<file path="src/ccc_consts.vh">
`ifndef CCC_CONSTS_VH
`define CCC_CONSTS_VH

// Instruction cycle phases.
`define CCC_PH_DECODE  2'h0
`define CCC_PH_READ    2'h1
`define CCC_PH_PROCESS 2'h2
`define CCC_PH_WRITE   2'h3

// Opcode patterns and the instruction word fields they use.
`define CCC_CALL_TOP     3'h7
`define CCC_ZERO_TOP     7'h14
`define CCC_INV_TOP      7'h09
`define CCC_CMPEQ_TOP    8'h31
`define CCC_WDCLR_WORD   16'h0004
`define CCC_NOP_WORD     16'h0000

// Instruction word field positions.
`define CCC_F_TOP3       15:13
`define CCC_F_TOP7       15:9
`define CCC_F_TOP8       15:8
`define CCC_F_DEST       8
`define CCC_F_FILE       7:0
`define CCC_F_LIT        12:0
`define CCC_F_LHI        12:8
`define CCC_F_PAGE       15:13
`define CCC_DATA_W       8

// Reset values.
`define CCC_PC_RESET     16'h0000
`define CCC_BYTE_ZERO    8'h00
`define CCC_BYTE_ONES    8'hff
`define CCC_PC_STEP      16'h0001
`define CCC_STAT_RESET   1'b1
`define CCC_ZF_RESET     1'b0
`define CCC_FLAG_SET     1'b1

`endif

</file>
<file path="src/ccc_exec.v">
// How it works
// - Top bits 111 decode as short call; literal loads program counter bits 12:0.
// - Short call pushes program counter plus one before the counter changes.
// - Short call copies literal 12:8 and counter 15:13 into the latch high.
// - Short call takes two cycles, second is a no-op, flags stay unchanged.
// - Zero-file clears the register; with s zero it also clears working register.
// - Watchdog-clear zeroes counter and postscaler and sets timeout and power-down flags.
// - Invert-file complements the register to working or file; only zero flag changes.
// - Compare-skip-equal compares unsigned, writes nothing and changes no flag.
// - On equality the fetched next instruction is discarded and a no-op runs.
`timescale 1ns/1ps
`include "ccc_consts.vh"

module ccc_exec (
  // Clock and reset
  input  wire        clock_i,
  input  wire        rstn_i,
  // Program memory
  output reg  [15:0] prog_addr_o,
  input  wire [15:0] instr_i,
  // Data memory file
  output wire [7:0]  file_addr_o,
  input  wire [7:0]  file_rd_data_i,
  output reg         file_wr_o,
  output reg  [7:0]  file_wr_data_o,
  // Hardware stack
  output reg         stack_push_o,
  output reg  [15:0] stack_head_o,
  // Watchdog
  output reg         watchdog_clear_o,
  // Core state
  output reg  [7:0]  working_register_o,
  output reg  [7:0]  program_counter_latch_high_o,
  output reg         zero_flag_o,
  output reg         timeout_flag_o,
  output reg         power_down_flag_o,
  output wire [1:0]  phase_o
);

  // Phase codes of the four-clock instruction cycle.
  localparam [1:0] PH_DECODE  = `CCC_PH_DECODE;
  localparam [1:0] PH_READ    = `CCC_PH_READ;
  localparam [1:0] PH_PROCESS = `CCC_PH_PROCESS;
  localparam [1:0] PH_WRITE   = `CCC_PH_WRITE;

  reg  [1:0]  phase_r;
  reg  [1:0]  phase_nxt;
  reg  [15:0] ir_r;
  reg         flush_r;
  reg         hold_pc_r;
  reg  [7:0]  opnd_r;
  reg  [7:0]  result_r;
  reg         equal_r;
  reg  [15:0] pc_nxt;
  wire [7:0]  inv_bits;

  wire is_call  = (ir_r[`CCC_F_TOP3] == `CCC_CALL_TOP);
  wire is_zero  = (ir_r[`CCC_F_TOP7] == `CCC_ZERO_TOP);
  wire is_inv   = (ir_r[`CCC_F_TOP7] == `CCC_INV_TOP);
  wire is_cmpeq = (ir_r[`CCC_F_TOP8] == `CCC_CMPEQ_TOP);
  wire is_wdclr = (ir_r == `CCC_WDCLR_WORD);
  wire dest_bit = ir_r[`CCC_F_DEST];

  assign file_addr_o = ir_r[`CCC_F_FILE];
  assign phase_o     = phase_r;

  // Phase sequencer: a plain binary walk through the four phases.
  always @* begin
    case (phase_r)
      PH_DECODE: begin
        phase_nxt = PH_READ;
      end
      PH_READ: begin
        phase_nxt = PH_PROCESS;
      end
      PH_PROCESS: begin
        phase_nxt = PH_WRITE;
      end
      PH_WRITE: begin
        phase_nxt = PH_DECODE;
      end
      default: begin
        phase_nxt = PH_DECODE;
      end
    endcase
  end

  // One inverter per data bit; the result is registered in the process phase.
  genvar bit_g;
  generate
    for (bit_g = 0; bit_g < `CCC_DATA_W; bit_g = bit_g + 1) begin : g_inv
      assign inv_bits[bit_g] = ~opnd_r[bit_g];
    end
  endgenerate

  // Next program counter. The slot after a call holds the counter, so the
  // freshly loaded target is fetched next instead of being stepped over.
  always @* begin
    pc_nxt = prog_addr_o + `CCC_PC_STEP;
    if (hold_pc_r) begin
      pc_nxt = prog_addr_o;
    end else if (is_call) begin
      pc_nxt = {prog_addr_o[`CCC_F_PAGE], ir_r[`CCC_F_LIT]};
    end
  end

  // Instruction register and slot sequencing.
  always @(posedge clock_i) begin
    if (!rstn_i) begin
      phase_r   <= `CCC_PH_DECODE;
      ir_r      <= `CCC_NOP_WORD;
      flush_r   <= 1'b0;
      hold_pc_r <= 1'b0;
    end else begin
      phase_r <= phase_nxt;
      case (phase_r)
        PH_DECODE: begin
          // A flushed slot latches the no-op word, so every later phase idles.
          if (flush_r) begin
            ir_r <= `CCC_NOP_WORD;
          end else begin
            ir_r <= instr_i;
          end
          flush_r <= 1'b0;
        end
        PH_WRITE: begin
          if (hold_pc_r) begin
            hold_pc_r <= 1'b0;
          end else if (is_call) begin
            flush_r   <= 1'b1;
            hold_pc_r <= 1'b1;
          end
          if (is_cmpeq && equal_r) begin
            flush_r <= 1'b1;
          end
        end
        default: begin
          flush_r <= flush_r;
        end
      endcase
    end
  end

  // Operand fetch and processing.
  always @(posedge clock_i) begin
    if (!rstn_i) begin
      opnd_r   <= `CCC_BYTE_ZERO;
      result_r <= `CCC_BYTE_ZERO;
      equal_r  <= 1'b0;
    end else begin
      if (phase_r == PH_READ) begin
        opnd_r <= file_rd_data_i;
      end
      if (phase_r == PH_PROCESS) begin
        // A zero unsigned difference is plain equality of the two bytes.
        equal_r <= (opnd_r == working_register_o);
        if (is_inv) begin
          result_r <= inv_bits;
        end else begin
          result_r <= `CCC_BYTE_ZERO;
        end
      end
    end
  end

  // Return address push. The program counter still holds the call's own
  // address here, since it only moves at write-back.
  always @(posedge clock_i) begin
    if (!rstn_i) begin
      stack_push_o <= 1'b0;
      stack_head_o <= `CCC_PC_RESET;
    end else begin
      stack_push_o <= 1'b0;
      if ((phase_r == PH_READ) && is_call) begin
        stack_push_o <= 1'b1;
        stack_head_o <= prog_addr_o + `CCC_PC_STEP;
      end
    end
  end

  // Program counter and latch high, both updated at write-back only.
  always @(posedge clock_i) begin
    if (!rstn_i) begin
      prog_addr_o                  <= `CCC_PC_RESET;
      program_counter_latch_high_o <= `CCC_BYTE_ZERO;
    end else if (phase_r == PH_WRITE) begin
      prog_addr_o <= pc_nxt;
      if (is_call && !hold_pc_r) begin
        program_counter_latch_high_o <= {prog_addr_o[`CCC_F_PAGE], ir_r[`CCC_F_LHI]};
      end
    end
  end

  // The watchdog and its status flags sit apart, since no other instruction
  // of this slice touches them.
  always @(posedge clock_i) begin
    if (!rstn_i) begin
      watchdog_clear_o  <= 1'b0;
      timeout_flag_o    <= `CCC_STAT_RESET;
      power_down_flag_o <= `CCC_STAT_RESET;
    end else begin
      watchdog_clear_o <= 1'b0;
      if ((phase_r == PH_PROCESS) && is_wdclr) begin
        watchdog_clear_o  <= 1'b1;
        timeout_flag_o    <= `CCC_FLAG_SET;
        power_down_flag_o <= `CCC_FLAG_SET;
      end
    end
  end

  // Write-back of the working register, the file and the zero flag.
  always @(posedge clock_i) begin
    if (!rstn_i) begin
      file_wr_o          <= 1'b0;
      file_wr_data_o     <= `CCC_BYTE_ZERO;
      working_register_o <= `CCC_BYTE_ZERO;
      zero_flag_o        <= `CCC_ZF_RESET;
    end else begin
      file_wr_o <= 1'b0;
      if (phase_r == PH_WRITE) begin
        if (is_zero) begin
          file_wr_o      <= 1'b1;
          file_wr_data_o <= result_r;
          if (!dest_bit) begin
            working_register_o <= result_r;
          end
        end
        if (is_inv) begin
          zero_flag_o <= (result_r == `CCC_BYTE_ZERO);
          if (dest_bit) begin
            file_wr_o      <= 1'b1;
            file_wr_data_o <= result_r;
          end else begin
            working_register_o <= result_r;
          end
        end
      end
    end
  end

endmodule // ccc_exec

</file>
<file path="config.mk">
export PLATFORM = sky130hd
export DESIGN_NAME = ccc_exec
export DESIGN_NICKNAME = d
export VERILOG_FILES = /design/src/ccc_exec.v
export VERILOG_INCLUDE_DIRS = /design/src
export SDC_FILE = /design/constraint.sdc
export NUM_CORES = 1
export LEC_CHECK = 0
export ABC_AREA = 1
export BUFFER_PORTS_ARGS = -buffer_cell sky130_fd_sc_hd__buf_2
export CAP_MARGIN = 0
export CORE_MARGIN = 2
export CORE_UTILIZATION = 50
export CTS_CLUSTER_SIZE = 12
export DETAILED_ROUTE_END_ITERATION = 10
export PLACE_DENSITY = 0.74
export SYNTH_ARGS = -nofsm -noshare
export SYNTH_HDL_FRONTEND = slang
export SYNTH_SLANG_ARGS = --single-unit
</file>
<file path="constraint.sdc">
create_clock -name clock_i -period 2.1 [get_ports clock_i]
set_input_delay 0.42 -clock clock_i [delete_from_list [all_inputs] [get_ports clock_i]]
set_output_delay 0.42 -clock clock_i [all_outputs]
set_load 0.03 [all_outputs]
</file>
# == After elaboration in Yosys (flattened, before gate mapping) ==
# Cells that the tools add are included.
# op_classes
addsub,1
n_eq_ne,11
mux,22
bitwise,10
reduce_logical,14
# ops
operator,count
$mux 8,8
$add 16x1->16 const B,1
$eq 16x3->1 const B,1
$mux 16,1
$mux 13,1
$mux 1,10
$not 1->1,10
$eq 8x6->1 const B,1
$eq 8x8->1,1
$logic_not 8->1,1
$pmux 2 s4,1
$reduce_and 2->1,4
$eq 7x4->1 const B,1
$eq 7x5->1 const B,1
$ne 3x3->1 const B,2
$reduce_and 3->1,2
$eq 2x2->1 const B,2
$logic_and 1x1->1,4
$eq 3x3->1 const B,1
$eq 2x1->1 const B,1
$logic_not 2->1,1
$pmux 1 s2,1
$reduce_bool 2->1,1
$logic_not 1->1,1
# totals
ff_bits,97
input_bits,26
output_inout_bits,72
wordCells,75

# == Depth between registers and ports, before layout ==
# depth
depth_word,5
depth_mapped,9
depth_no_buf,9

# == Least setup slack after synthesis ==
# Ideal clock, no wire load.
# synth_path
path_kind,flip-flop to flip-flop
start,register phase_r[1] (netlist: phase_o[1])
end,register file_wr_data_o[6]
setup_time_ns,0.115
arrival_time_ns,1.552
required_ns,1.985
path_slack_ns,0.432
stages_incl_launch_ff,10
n_path_buf,1
synth_period_minus_slack_ns,1.668
path_cell_list,dfxtp_1 ha_1 nand3_1 nor2_1 nand2_2 nand2_4 buf_6 nand3_1 nand2_1 nor2_1
# synth_between
elab_chain_cells,1
# synth_lines
element,line_no,rtl
"start, declared",ccc_exec.v:46,reg [1:0] phase_r;
"start signal, assigned",ccc_exec.v:110,phase_r <= `CCC_PH_DECODE;
"start signal, assigned",ccc_exec.v:115,phase_r <= phase_nxt;
$eq 2x2->1,ccc_exec.v:220,if (phase_r == PH_WRITE) begin
"end signal, assigned",ccc_exec.v:215,file_wr_data_o <= `CCC_BYTE_ZERO;
"end signal, assigned",ccc_exec.v:223,file_wr_data_o <= result_r;
"end signal, assigned",ccc_exec.v:232,file_wr_data_o <= result_r;
"end, declared",ccc_exec.v:25,"output reg [7:0] file_wr_data_o,"
# No other way between the ends.
# A chain may end at the register's enable or synchronous reset.

# == Final worst setup path ==
# layout_path
start,register phase_r[1] (netlist: phase_o[1])
end,register prog_addr_o[12]
# layout_between
elab_chain_cells,2
# layout_lines
element,line_no,rtl
$eq 2x2->1,ccc_exec.v:186,end else if (phase_r == PH_WRITE) begin
$reduce_and 2->1 (no line),n/a,
"end signal, assigned",ccc_exec.v:184,prog_addr_o <= `CCC_PC_RESET;
"end signal, assigned",ccc_exec.v:187,prog_addr_o <= pc_nxt;
"end, declared",ccc_exec.v:19,"output reg [15:0] prog_addr_o,"
# No other way between the ends.

==> out/qor.txt <==
outcome: finished clean
GRT Residual Overflow: 0
total core area: 8680 µm²
worst path bufs/invs: 1
Seq/Total Area, Yosys: 43.7%
layout cells sized above 1: 18.7%
CP max stage delay: 0.40 ns
DP HPWL: 8360 µm
setup ws final: 0.381 ns
type of the worst min-delay path: in -> reg
Post-CTS Hold Buffers: 0
area of the die: 9650 µm²
die span in y: 98.2 µm
Min Clock Period, post-route: 1.72 ns
Port Buffers: 95
Worst Setup SP: phase_o[1]$_SDFF_PN0_
Top FF cell, synth: dfxtp_1
Sw Share: 34.5%
sequential standard cell area: 1940 µm²
Total Routing Usage GR: 23.4%
most frequent cell after synthesis: nand2_1
GPL Wtd Cong: 0.920
final-stage net count: 742
Pre-antenna DRT Iters: 5
switching power of the nets: 1.51 mW
r2r setup slk: 0.38 ns
TritonCTS clock tree: yes
synth cell count leaders: 148 x nand2_1, 97 x dfxtp_1, 75 x a21oi_1, 74 x inv_1, 69 x nor2_1
critical path's top delay family: simple AND/OR/NAND/NOR gates
num rows: 34
Relative slew margins: 59.7%
Gate power share: 22.6%
clock latency on the worst-skew pair: 0.37 ns
cell count of the worst reg-to-reg path: 7
final setup fails: 0
pre-CTS setup slack: 0.423 ns
number of global-route vias before repair: 3785
Top Ports: 98
part of the power in registers: 49.2%
worst r2r src: phase_o[1]$_SDFF_PN0_
Synth Register Bits: 97
largest net degree at the start of global routing: 47
H-tree depth: 3
Vias: 4227
Leak: 2.35 nW
CTS Sinks: 97
Clock Skew: 0.0155 ns
largest area contributor in the netlist: dfxtp_1
CP cell instances: ha_1 -> nand2_4 -> nor2_8 -> nand2_1 -> o21ai_0 -> inv_1 -> a21oi_1
multi-input logic area: 1980 µm²
pwr/cell area: 858 nW/µm²
synthesized area: 4440 µm²
root buf cell: clkbuf_8
residual DRC count: 0
post_cts resized: 0
crit path max fanout: 19
hold endpoint: ir_r[3]$_SDFFE_PN0P_
maximum VDD drop: 0.443 mV
synth warn: 0
Gate Count Post-Synth: 629
area delta synth->final: 15.1%
total negative slack: 0 ns
Post-Route Utilization: 58.9%
RSZ-0062 raised after global routing: false
top cell type's share of synthesized area: 43.7%
Critical Setup Path Class: reg -> reg
Reg clk slew, reported paths: 0.09 ns
clock power share: 28.2%
post-CTS setup buffers: 0
Max Cap Viol: 0
syn avg cell area: 7.06 µm²
Netlist cell types: 34
Final ANT Viol Nets: 0
diode count: 0
async set-reset flop share out of synthesis: 0%
P_int: 2.87 mW
top cells by area, synth: dfxtp_1 44%, nand2_1 13%, a21oi_1 8.5%
first-pass GRT wire length: 18500 µm
CP required: 2.39 ns
Vias/cell: 5.13
die width: 98.2 µm
Slew @ Worst Pin: 0.604 ns
Worst path slowest cell: dfxtp_1
DR iter-0 viols: 291
CP endpoint kind: register
post-route clock period utilization: 81.8%
Max clock buf depth: 2
worst path arrival time: 2.01 ns
Fmax: 582 MHz
HP Start: instr_i[3]
CTS buffer count: 9
fin. max-slew vios: 0
Fin. Hold Viols: 0
final wirelength: 11200 µm
Hold Path Cell Cnt: 3
RR Endpoint: prog_addr_o[12]$_SDFFE_PN0P_
Startpoint Class: register
EDFF count, synth: 0
Initial Util: 51.2%
DR WL/cell: 13.6 µm
Hold WS: 0.296 ns
Layout fillers: 844
initial antenna violation count: 0
==> cells in the final DEF, fill, tap and decap left out, types with 4 or more instances in the layout <==
cell type	Yosys	routed
a21oi_1	75	75
a31oi_1	4	4
buf_2	3	95
buf_4	12	9
clkbuf_8	0	9
clkinv_1	4	4
dfxtp_1	97	97
ha_1	5	5
inv_1	74	74
nand2_1	148	148
nand3_1	40	40
nand4_1	7	7
nor2_1	69	69
o21ai_0	36	36
xnor2_1	4	4
xor2_1	6	6
==> worst max path at each step <==
| stage | end | slack [ns] | depth (start not counted) |
|---|---|---|---|
| 2_1_floorplan | file_wr_data_o[6]$_SDFFE_PN0P_ | 0.43 | 9 |
| 3_3_place_gp | file_wr_data_o[4]$_SDFFE_PN0P_ | 0.47 | 8 |
| 3_5_place_dp | prog_addr_o[1]$_SDFFE_PN0P_ | 0.42 | 9 |
| 4_1_cts | prog_addr_o[12]$_SDFFE_PN0P_ | 0.39 | 7 |
| 5_1_grt | prog_addr_o[12]$_SDFFE_PN0P_ | 0.21 | 7 |
| 6_report | prog_addr_o[12]$_SDFFE_PN0P_ | 0.38 | 7 |
==> cell type report <==
type	count	area share, %
clock buffer	9	2.42
clock inverter	7	1.52
inverter	81	6.00
multi-input combinational	418	38.8
sequential	97	38.0
tap	108	2.64
timing repair buffer	104	10.6
==> registers in the layout, summed over array words and instances (netlist names), named ones only <==
| name | count |
|---|---|
| ir_r | 16 |
| prog_addr_o | 16 |
| stack_head_o | 16 |
| file_wr_data_o | 8 |
| opnd_r | 8 |
| program_counter_latch_high_o | 8 |
| result_r | 8 |
| phase_o | 2 |
| equal_r | 1 |
| file_wr_o | 1 |
| flush_r | 1 |
| hold_pc_r | 1 |
| stack_push_o | 1 |
| watchdog_clear_o | 1 |
| zero_flag_o | 1 |
==> worst reg2reg max path, cell delays in order, from the launching register on <==
cell     delay (ns)
dfxtp_1        0.40
ha_1           0.32
nand2_4        0.16
nor2_8         0.29
nand2_1        0.17
o21ai_0        0.12
inv_1          0.06
a21oi_1        0.14
==> logic make-up (layout without fill, tap and decap cells) <==
logic type               count (synthesis)  in the layout  share of synthesized area, %
AO/OA/AOI/OAI                          121            121                          13.9
XOR/XNOR                                10             10                          1.97
adder cells (fa/ha/maj)                  5              5                          1.41
buffers and inverters                  115            201                          11.7
flip-flops                              97             97                          43.7
other                                    1              2                        0.0844
AND/OR/NAND/NOR                        280            280                          27.1
==> metal layers <==
| layer | routed length, µm | track usage, % |
|---|---|---|
| met1 | 5440 | 34.5 |
| met2 | 4960 | 35.6 |
| met3 | 625 | 3.08 |
| met4 | 157 | 8.01 |
| met5 | 0 | 0 |
==> power by group through the flow <==
stage	combinational [mW]	clock, mW	sequential [mW]
finish	0.992	1.24	2.16
global route	1.12	1.34	2.18
CTS	0.989	1.26	2.16
detailed placement	0.981	0	2.20
global placement	0.960	0	2.19
floorplan	0.722	0	2.22
==> metrics by stage <==
| stage | area, µm² | total power [mW] | instances |
|---|---|---|---|
| final | 5110 | 4.39 | 824 |
| after global routing | 5110 | 4.63 | 824 |
| after CTS | 5110 | 4.41 | 824 |
| after detailed placement | 4910 | 3.18 | 808 |
| after global placement | 4910 | 3.15 | 808 |
| after floorplan | 4440 | 2.94 | 630 |
No activity file was read; power rests on OpenSTA's default activity.
